**config.mk**
```make
export PLATFORM = sky130hd
export DESIGN_NAME = abs_enc_monitor
export DESIGN_NICKNAME = d
export VERILOG_FILES = /design/src/shared/abs_enc_pkg.sv /design/src/rtl/abs_enc_monitor.sv
export SDC_FILE = /design/constraint.sdc
export NUM_CORES = 1
export LEC_CHECK = 0
export BUFFER_PORTS_ARGS = -buffer_cell sky130_fd_sc_hd__buf_2
export CAP_MARGIN = 20
export CORE_MARGIN = 5
export CORE_UTILIZATION = 65
export CTS_BUF_LIST = sky130_fd_sc_hd__clkbuf_4
export DETAILED_ROUTE_END_ITERATION = 16
export PLACE_DENSITY = 0.85
export SLEW_MARGIN = 20
export SYNTH_ARGS = -nofsm -noshare
export SYNTH_HDL_FRONTEND = slang
export SYNTH_SLANG_ARGS = --single-unit
export TNS_END_PERCENT = 50
```
**constraint.sdc**
```tcl
create_clock -name CLK -period 6.46 [get_ports CLK]
set_input_delay 0.646 -clock CLK [delete_from_list [all_inputs] [get_ports CLK]]
set_output_delay 0.646 -clock CLK [all_outputs]
set_load 0.005 [all_outputs]
```
**src/shared/abs_enc_pkg.sv**
```systemverilog
// Purpose: constants for the absolute encoder and battery monitor block
// Assumes: 25 MHz control clock, synchronous active-high reset at power-up
// Notes: times are in milliseconds, cycle counts derived here
package abs_enc_pkg;
   localparam int unsigned CLK_HZ          = 25000000;
   localparam int unsigned VALID_MS        = 5000;
   localparam int unsigned WINDOW_MS       = 4000;
   localparam int unsigned ACQ_MS          = 500;
   localparam int unsigned VALID_CYC       = VALID_MS * (CLK_HZ / 1000);
   localparam int unsigned WINDOW_CYC      = WINDOW_MS * (CLK_HZ / 1000);
   localparam int unsigned ACQ_CYC         = ACQ_MS * (CLK_HZ / 1000);
   localparam int          CNT_W           = 28;
   localparam logic [15:0] TURN_MAX        = 16'h7fff;
   localparam logic [15:0] TURN_MIN        = 16'h8000;
   localparam logic [15:0] TURN_RST        = 16'h0000;
   localparam logic        SEL_ABSOLUTE    = 1'b0;
   localparam logic        SEL_ALARM       = 1'b0;
   // synchroniser reset levels: bit 1 battery present, bit 0 battery low
   localparam logic [1:0]  PIN_IDLE        = 2'h2;
   typedef enum logic [3:0] {
      ST_WAIT  = 4'b0001,
      ST_WIN   = 4'b0010,
      ST_ALWAYS= 4'b0100,
      ST_DONE  = 4'b1000
   } det_state_t;
endpackage

```
**src/rtl/abs_enc_monitor.sv**
```systemverilog
// Purpose: multiturn count, battery check and sensor-on gating for a servo drive
// Assumes: CLK 25 MHz, SRST held high while control power is off
// Notes: long times are top parameters so simulation can shorten them
module abs_enc_monitor #(
   parameter int unsigned VALID_CYCLES  = abs_enc_pkg::VALID_CYC,
   parameter int unsigned WINDOW_CYCLES = abs_enc_pkg::WINDOW_CYC,
   parameter int unsigned ACQ_CYCLES    = abs_enc_pkg::ACQ_CYC
) (
   input  wire logic          CLK,
   input  wire logic          SRST,
   input  wire logic          ENCODER_USAGE_SELECT,
   input  wire logic          BATTERY_FAULT_SEVERITY_SELECT,
   input  wire logic          BATTERY_LOW,
   input  wire logic          BATTERY_PRESENT,
   input  wire logic          TURN_FWD,
   input  wire logic          TURN_REV,
   input  wire logic          SENSOR_POWER_ON_CMD,
   input  wire logic          SENSOR_POWER_OFF_CMD,
   input  wire logic          SERVO_ENERGIZE_CMD,
   output logic               ABSOLUTE_MODE,
   output logic signed [15:0] TURN_COUNT,
   output logic               POSITION_LOST,
   output logic               FAULT_OUTPUT_VALID,
   output logic               BATTERY_ALARM,
   output logic               BATTERY_WARNING,
   output logic               SENSOR_ACQUIRING,
   output logic               SENSOR_READY,
   output logic               MOTOR_ENERGIZED
);
   // straps caught after restart, held until next reset
   logic        abs_mode_ff, nxt_abs_mode;
   logic        warn_mode_ff, nxt_warn_mode;
   logic        strap_taken_ff, nxt_strap_taken;
   // three-stage synchronisers for the pins: bit 0 battery low, bit 1 present
   logic [1:0]  pin_raw;
   wire logic [1:0] pin_s;
   logic        bat_low_s, bat_pres_s;
   abs_enc_pkg::det_state_t det_ff, nxt_det;
   logic [abs_enc_pkg::CNT_W-1:0] tmr_ff, nxt_tmr;
   logic        alarm_ff, nxt_alarm;
   logic        warn_ff, nxt_warn;
   logic [15:0] turn_ff, nxt_turn;
   logic        lost_ff, nxt_lost;
   logic        acq_ff, nxt_acq;
   logic        ready_ff, nxt_ready;
   logic [abs_enc_pkg::CNT_W-1:0] acq_tmr_ff, nxt_acq_tmr;
   logic        energ_ff, nxt_energ;
   logic        det_en;
   logic        valid_ff, nxt_valid;

   assign pin_raw = {BATTERY_PRESENT, BATTERY_LOW};

   // a level change counts once stages two and three agree; while they differ
   // the last agreed level is held, so one late-settling sample cannot glitch
   for (genvar g = 0; g < 2; g++) begin : g_pin_sync
      logic [2:0] sync_ff, nxt_sync;
      logic       hold_ff, nxt_hold;
      always_comb begin
         nxt_sync = {sync_ff[1:0], pin_raw[g]};
         nxt_hold = (sync_ff[2] == sync_ff[1]) ? sync_ff[2] : hold_ff;
      end
      always_ff @(posedge CLK) begin
         if (SRST) begin
            sync_ff <= {3{abs_enc_pkg::PIN_IDLE[g]}};
            hold_ff <= abs_enc_pkg::PIN_IDLE[g];
         end else begin
            sync_ff <= nxt_sync;
            hold_ff <= nxt_hold;
         end
      end
      assign pin_s[g] = (sync_ff[2] == sync_ff[1]) ? sync_ff[2] : hold_ff;
   end

   always_comb begin
      bat_low_s  = pin_s[0];
      bat_pres_s = pin_s[1];
   end

   // straps sampled on the first clock after reset; later changes need a restart
   always_comb begin
      nxt_abs_mode    = abs_mode_ff;
      nxt_warn_mode   = warn_mode_ff;
      nxt_strap_taken = 1'b1;
      if (!strap_taken_ff) begin
         nxt_abs_mode  = (ENCODER_USAGE_SELECT == abs_enc_pkg::SEL_ABSOLUTE);
         nxt_warn_mode = (BATTERY_FAULT_SEVERITY_SELECT != abs_enc_pkg::SEL_ALARM);
      end
   end

   always_ff @(posedge CLK) begin
      if (SRST) begin
         abs_mode_ff    <= 1'b1;
         warn_mode_ff   <= 1'b0;
         strap_taken_ff <= 1'b0;
      end else begin
         abs_mode_ff    <= nxt_abs_mode;
         warn_mode_ff   <= nxt_warn_mode;
         strap_taken_ff <= nxt_strap_taken;
      end
   end

   // detection window; checking is pointless when used as incremental
   always_comb begin
      det_en = abs_mode_ff & strap_taken_ff & ((det_ff == abs_enc_pkg::ST_WIN) |
               (det_ff == abs_enc_pkg::ST_ALWAYS));
      nxt_det   = det_ff;
      nxt_tmr   = tmr_ff + 1'b1;
      nxt_alarm = alarm_ff;
      nxt_warn  = warn_ff;
      case (det_ff)
         abs_enc_pkg::ST_WAIT: begin
            if (tmr_ff >= abs_enc_pkg::CNT_W'(VALID_CYCLES - 1)) begin
               nxt_tmr = '0;
               nxt_det = warn_mode_ff ? abs_enc_pkg::ST_ALWAYS
                                      : abs_enc_pkg::ST_WIN;
            end
         end
         abs_enc_pkg::ST_WIN: begin
            if (tmr_ff >= abs_enc_pkg::CNT_W'(WINDOW_CYCLES - 1)) begin
               nxt_tmr = '0;
               nxt_det = abs_enc_pkg::ST_DONE;
            end
         end
         abs_enc_pkg::ST_ALWAYS: nxt_tmr = '0;
         abs_enc_pkg::ST_DONE:   nxt_tmr = '0;
         default: begin
            nxt_det = abs_enc_pkg::ST_WAIT;
            nxt_tmr = '0;
         end
      endcase
      // alarm latches until reset (power cycle); warning follows the battery
      if (det_en && bat_low_s && !warn_mode_ff) begin
         nxt_alarm = 1'b1;
      end
      nxt_warn = det_en & warn_mode_ff & bat_low_s;
      // registered so the valid pin comes from a flop, in step with the state
      nxt_valid = (nxt_det != abs_enc_pkg::ST_WAIT);
   end

   always_ff @(posedge CLK) begin
      if (SRST) begin
         det_ff   <= abs_enc_pkg::ST_WAIT;
         tmr_ff   <= '0;
         alarm_ff <= 1'b0;
         warn_ff  <= 1'b0;
         valid_ff <= 1'b0;
      end else begin
         det_ff   <= nxt_det;
         tmr_ff   <= nxt_tmr;
         alarm_ff <= nxt_alarm;
         warn_ff  <= nxt_warn;
         valid_ff <= nxt_valid;
      end
   end

   // multiturn count wraps naturally in 16-bit two's complement
   always_comb begin
      nxt_turn = turn_ff;
      nxt_lost = lost_ff;
      if (TURN_FWD && !TURN_REV) begin
         nxt_turn = (turn_ff == abs_enc_pkg::TURN_MAX) ? abs_enc_pkg::TURN_MIN
                                                       : turn_ff + 16'h0001;
      end else if (TURN_REV && !TURN_FWD) begin
         nxt_turn = (turn_ff == abs_enc_pkg::TURN_MIN) ? abs_enc_pkg::TURN_MAX
                                                       : turn_ff - 16'h0001;
      end
      // battery seen missing while powered marks the data untrustworthy
      if (strap_taken_ff && !bat_pres_s) begin
         nxt_lost = 1'b1;
      end
   end

   always_ff @(posedge CLK) begin
      if (SRST) begin
         turn_ff <= abs_enc_pkg::TURN_RST;
         lost_ff <= 1'b0;
      end else begin
         turn_ff <= nxt_turn;
         lost_ff <= nxt_lost;
      end
   end

   // sensor-on acquisition; energize held off while it runs
   always_comb begin
      nxt_acq     = acq_ff;
      nxt_ready   = ready_ff;
      nxt_acq_tmr = '0;
      nxt_energ   = energ_ff;
      if (SENSOR_POWER_OFF_CMD) begin
         nxt_acq   = 1'b0;
         nxt_ready = 1'b0;
         nxt_energ = 1'b0;
      end else if (acq_ff) begin
         nxt_acq_tmr = acq_tmr_ff + 1'b1;
         if (acq_tmr_ff >= abs_enc_pkg::CNT_W'(ACQ_CYCLES - 1)) begin
            nxt_acq   = 1'b0;
            nxt_ready = 1'b1;
         end
         nxt_energ = 1'b0;
      end else begin
         if (SENSOR_POWER_ON_CMD && !ready_ff) begin
            nxt_acq   = 1'b1;
            nxt_energ = 1'b0;
         end else begin
            nxt_energ = SERVO_ENERGIZE_CMD & ~alarm_ff;
         end
      end
   end

   always_ff @(posedge CLK) begin
      if (SRST) begin
         acq_ff     <= 1'b0;
         ready_ff   <= 1'b0;
         acq_tmr_ff <= '0;
         energ_ff   <= 1'b0;
      end else begin
         acq_ff     <= nxt_acq;
         ready_ff   <= nxt_ready;
         acq_tmr_ff <= nxt_acq_tmr;
         energ_ff   <= nxt_energ;
      end
   end

   always_comb begin
      ABSOLUTE_MODE      = abs_mode_ff;
      TURN_COUNT         = $signed(turn_ff);
      POSITION_LOST      = lost_ff;
      FAULT_OUTPUT_VALID = valid_ff;
      BATTERY_ALARM      = alarm_ff;
      BATTERY_WARNING    = warn_ff;
      SENSOR_ACQUIRING   = acq_ff;
      SENSOR_READY       = ready_ff;
      MOTOR_ENERGIZED    = energ_ff;
   end

   AST_WRAP_UP: assert property (@(posedge CLK) disable iff (SRST)
      (TURN_FWD && !TURN_REV && turn_ff == 16'h7fff) |=> turn_ff == 16'h8000)
      else $error("forward wrap wrong");
   AST_WRAP_DOWN: assert property (@(posedge CLK) disable iff (SRST)
      (TURN_REV && !TURN_FWD && turn_ff == 16'h8000) |=> turn_ff == 16'h7fff)
      else $error("reverse wrap wrong");
   AST_ALARM_LATCH: assert property (@(posedge CLK) disable iff (SRST)
      alarm_ff |=> alarm_ff)
      else $error("alarm dropped");
   AST_ALARM_AFTER: assert property (@(posedge CLK) disable iff (SRST)
      (det_ff == abs_enc_pkg::ST_DONE && !alarm_ff) |=> !alarm_ff)
      else $error("alarm after window");
   AST_ALARM_SET: assert property (@(posedge CLK) disable iff (SRST)
      (det_ff == abs_enc_pkg::ST_WIN && abs_mode_ff && bat_low_s) |=> alarm_ff)
      else $error("alarm missed");
   AST_WARN: assert property (@(posedge CLK) disable iff (SRST)
      (det_ff == abs_enc_pkg::ST_ALWAYS && abs_mode_ff && bat_low_s) |=> warn_ff && !alarm_ff)
      else $error("warning missed");
   AST_NO_ENERGIZE: assert property (@(posedge CLK) disable iff (SRST)
      acq_ff |=> !energ_ff)
      else $error("energized during acquisition");
   AST_MODE_HOLD: assert property (@(posedge CLK) disable iff (SRST)
      strap_taken_ff |=> $stable(warn_mode_ff) && $stable(abs_mode_ff))
      else $error("mode changed without restart");
   AST_NO_EARLY: assert property (@(posedge CLK) disable iff (SRST)
      (det_ff == abs_enc_pkg::ST_WAIT) |-> !alarm_ff && !warn_ff)
      else $error("fault before valid");
   AST_LOST: assert property (@(posedge CLK) disable iff (SRST)
      (strap_taken_ff && !bat_pres_s) |=> lost_ff)
      else $error("loss not flagged");
   AST_USAGE: assert property (@(posedge CLK) disable iff (SRST)
      (!abs_mode_ff) |-> !alarm_ff && !warn_ff)
      else $error("battery checked in incremental mode");
   // timing of the detection window and of the acquisition interval, plus severity, turn-count and position-loss checks
   AST_VALID_RISE: assert property (@(posedge CLK) disable iff (SRST)
      (det_ff == abs_enc_pkg::ST_WAIT && tmr_ff == abs_enc_pkg::CNT_W'(VALID_CYCLES - 1))
      |=> valid_ff)
      else $error("fault output not valid in time");
   AST_VALID_HOLD: assert property (@(posedge CLK) disable iff (SRST)
      valid_ff |=> valid_ff)
      else $error("fault output valid dropped");
   AST_WIN_CLOSE: assert property (@(posedge CLK) disable iff (SRST)
      (det_ff == abs_enc_pkg::ST_WIN && tmr_ff == abs_enc_pkg::CNT_W'(WINDOW_CYCLES - 1))
      |=> det_ff == abs_enc_pkg::ST_DONE)
      else $error("window did not close");
   AST_DONE_STAYS: assert property (@(posedge CLK) disable iff (SRST)
      (det_ff == abs_enc_pkg::ST_DONE) |=> det_ff == abs_enc_pkg::ST_DONE)
      else $error("window reopened");
   AST_SEV_ALARM: assert property (@(posedge CLK) disable iff (SRST)
      warn_mode_ff |-> !alarm_ff)
      else $error("alarm in warning mode");
   AST_SEV_WARN: assert property (@(posedge CLK) disable iff (SRST)
      !warn_mode_ff |-> !warn_ff)
      else $error("warning in alarm mode");
   AST_WARN_FOLLOW: assert property (@(posedge CLK) disable iff (SRST)
      !bat_low_s |=> !warn_ff)
      else $error("warning without low battery");
   AST_TURN_BOTH: assert property (@(posedge CLK) disable iff (SRST)
      (TURN_FWD && TURN_REV) |=> $stable(turn_ff))
      else $error("count moved on both directions");
   AST_LOST_HOLD: assert property (@(posedge CLK) disable iff (SRST)
      lost_ff |=> lost_ff)
      else $error("position loss cleared");
   AST_ACQ_START: assert property (@(posedge CLK) disable iff (SRST)
      (SENSOR_POWER_ON_CMD && !SENSOR_POWER_OFF_CMD && !acq_ff && !ready_ff)
      |=> acq_ff && !energ_ff)
      else $error("acquisition not started");
   AST_ACQ_END: assert property (@(posedge CLK) disable iff (SRST)
      (acq_ff && acq_tmr_ff >= abs_enc_pkg::CNT_W'(ACQ_CYCLES - 1) && !SENSOR_POWER_OFF_CMD)
      |=> ready_ff && !acq_ff)
      else $error("acquisition did not end");
   AST_READY_HOLD: assert property (@(posedge CLK) disable iff (SRST)
      (ready_ff && !SENSOR_POWER_OFF_CMD) |=> ready_ff)
      else $error("ready dropped without sensor-off");
   AST_SENSOR_OFF: assert property (@(posedge CLK) disable iff (SRST)
      SENSOR_POWER_OFF_CMD |=> !ready_ff && !acq_ff && !energ_ff)
      else $error("sensor-off not obeyed");
endmodule

```
==> summary.md <==
| Metric | Value |
|---|---|
| Share of cells above drive strength 1 | 11.9% |
| VDD IR max | 0.175 mV |
| Worst relative slew slack | 40.4% |
| Max-Cap Viols | 0 |
| Most frequent cells in the layout | dfxtp_1, nor2_1, nand2_1, xnor2_1, buf_2 |
| Hold buffer count at CTS | 0 |
| Power Density | 224 nW/µm² |
| Worst slew pin tran | 0.891 ns |
| Number of setup buffers added after CTS | 0 |
| RD Place Congestion | 0.945 |
| Synth Area in XOR/XNOR | 9.97% |
| Required time worst endpoint | 6.85 ns |
| CORE AREA | 7330 µm² |
| DR iter-0 viols | 255 |
| GRT Util Overall | 23.7% |
| Seq cells post-synth | 94 |
| Commonest non-fill, non-tap cell in the layout | dfxtp_1 |
| Post-synth EDFFs | 0 |
| Initial antenna violation count | 0 |
| Critical Path Sink Type | flip-flop |
| Final design utilization | 71.5% |
| Die Height | 97 µm |
| N_diodes | 0 |
| Clk sinks | 94 |
| Synthesized area | 4920 µm² |
| Resized Gates After CTS | 0 |
| CP Max Fanout | 14 |
| PnR Total Power | 1.17 mW |
| Unrepaired setup endpoints after global routing | false |
| Synth Warn # | 0 |
| Worst EP arrival | 2.94 ns |
| Layout area overhead | 6.51% |
| Status | finished clean |
| WL per Instance | 15.9 µm |
| Max Clock Skew | 0.0190 ns |
| TNS Setup | 0 ns |
| CTS H-Tree Depth | 3 |
| Min-Delay Path Class | primary input to flip-flop |
| Sequential fraction of the synthesis area | 38.3% |
| Maximum number of pins on one net before global-route repair | 50 |
| Final Max Slew Viols | 0 |
| DPL Wire Length | 7.57 mm |
| Vias | 4483 |
| Global route overflow | 0 |
| Max Clk Rate | 0.392 GHz |
| # nets final | 618 |
| Crit start category | flip-flop |
| Non-filler cells, final | 705 |
| Clk root buf | clkbuf_4 |
| Worst R2R Path Depth | 5 |
| Clk slew on worst S/H paths | 0.16 ns |
| Via/cell ratio | 6.36 |
| Final period utilization | 39.5% |
| Number of distinct library cells after synthesis | 64 |
| Tmin final | 2.55 ns |
| Skew-Pair Late Insertion Delay | 0.45 ns |
| Primary FF master, synth | dfxtp_1 |
| Number of I/O port buffers | 34 |
| TritonCTS buffer count | 9 |
| Cell taking the most area after synthesis | dfxtp_1 |
| Worst hold path stage count | 2 |
| Compound-gate portion of the synthesized area | 17.3% |
| R2R Path Start | TURN_COUNT[2]$_SDFFE_PP0P_ |
| Detail Route Antenna Nets | 0 |
| I/O pin cnt | 35 |
| Adder-Cell Fraction of Synth Area | 1.73% |
| # setup viols final | 0 |
| Worst Hold Launch | SENSOR_POWER_OFF_CMD |
| End of the worst register-to-register path | TURN_COUNT[7]$_SDFFE_PP0P_ |
| Synth Area in Simple Gates | 27.5% |
| Mean Syn Cell Area | 8.34 µm² |
| CP Class | flip-flop to flip-flop |
| Initial core utilization | 67.1% |
| Synthesized instance count | 590 |
| Post-synth ARST share | 0% |
| Full die area | 9410 µm² |
| Die X | 97 µm |
| Clk buf depth | 2 |
| Routed WL | 11.2 mm |
| DRC | 0 |
| Reg2Reg Setup Slack | 3.91 ns |
| Main area contributors after synthesis | dfxtp_1, xnor2_1, nor2_1 |
| Mux cell area share after synthesis | 0.610% |
| Syn Nets | 607 |
| Main combinational cell family by area after synthesis | simple AND/OR/NAND/NOR gates |
| Hold Path End | SENSOR_ACQUIRING$_SDFF_PP0_ |
| Area share of the largest cell type after synthesis | 38.3% |
| First-pass GRT wire length | 19.1 mm |
| Dpl cells | 689 |
| Row Count | 31 |
| Detailed Routing Iterations Pass 1 | 5 |
| Vias in the first global route | 4060 |
| Hold Vio Cnt, Final | 0 |
| Leak | 1.77 nW |
| CTS tree | done |
==> metrics by stage <==
step,setup slack (ns),cell area (µm²),hold WS (ns)
floorplan,4.11,4920,0.389
global placement,3.70,5080,0.396
detailed placement,3.65,5080,0.397
CTS,3.72,5230,0.344
global route,3.71,5240,0.337
finish,3.91,5240,0.370
==> worst max-delay path: stages, from the launching register on <==
cell and delay, ns:
dfxtp_1 0.46, nor4_2 0.75, nand4_1 0.41, o21ai_1 0.55, a21o_1 0.14, o221a_2 0.17
==> synthesized netlist by cell type, types with 4 or more instances <==
cell type,n
nor4_1,11
clkbuf_1,31
o21ai_0,16
nor2b_1,6
and4_1,8
inv_1,20
nand2b_1,4
o22ai_1,4
xnor2_1,39
xor2_1,17
dfxtp_1,94
o211ai_1,4
nor2_1,64
a31oi_1,7
nor3_1,26
and2_1,8
nand4_1,21
o311a_1,4
ha_1,6
o221a_2,4
nor4b_1,4
a21oi_1,14
nand3_1,25
o31ai_1,4
a211oi_1,29
or2_2,6
nand2_1,41
and3_1,10
or4_1,8
==> logic make-up after synthesis <==
kind of cell    count (synthesis)
mux                             3
flops                          94
fa+ha+maj                       7
buf+inv                        55
simple gates                  257
other cells                     1
compound gates                117
xor+xnor                       56
==> layout make-up <==
cell class	instances	area, µm²
clock buffers	10	75.1
clock inverters	6	68.8
fillers	580	2090
inverters	20	75.1
multi-input cells	441	2840
flip-flops and latches	94	1880
well taps	99	124
repair buffers	35	178
==> layer usage <==
metal	global-route usage [%]	vias to the layer above	routed length (µm)
li1	-	2177	-
met1	31.1	2087	4950
met2	38.5	190	5290
met3	5.25	29	741
met4	8.10	0	190
met5	0	-	0
==> registers in the layout, summed over array words and instances (netlist names), 2 cells and up <==
name	cells
g_pin_sync.sync_ff	6
tmr_ff	28
det_ff	4
g_pin_sync.hold_ff	2
TURN_COUNT	16
acq_tmr_ff	28
==> how the worst max path moves through the flow <==
stage                                     startpoint                           to  depth (start not counted)
after CTS                       tmr_ff[0]$_SDFF_PP0_        tmr_ff[16]$_SDFF_PP0_                          6
final                     TURN_COUNT[2]$_SDFFE_PP0P_   TURN_COUNT[7]$_SDFFE_PP0P_                          5
after detailed placement                    TURN_FWD  TURN_COUNT[12]$_SDFFE_PP0P_                          6
after floorplan                             TURN_REV  TURN_COUNT[15]$_SDFFE_PP0P_                          8
after global placement                      TURN_FWD  TURN_COUNT[15]$_SDFFE_PP0P_                          6
after global routing      TURN_COUNT[2]$_SDFFE_PP0P_  TURN_COUNT[12]$_SDFFE_PP0P_                          5
==> power by group <==
| group | switching, mW | leakage, nW | total, mW | internal, mW |
|---|---|---|---|---|
| Sequential | 0.0427 | 0.763 | 0.643 | 0.600 |
| Clock | 0.208 | 0.0778 | 0.334 | 0.126 |
| Combinational | 0.112 | 0.930 | 0.195 | 0.0825 |
| Total | 0.363 | 1.77 | 1.17 | 0.809 |
No activity file was read; power rests on OpenSTA's default activity.
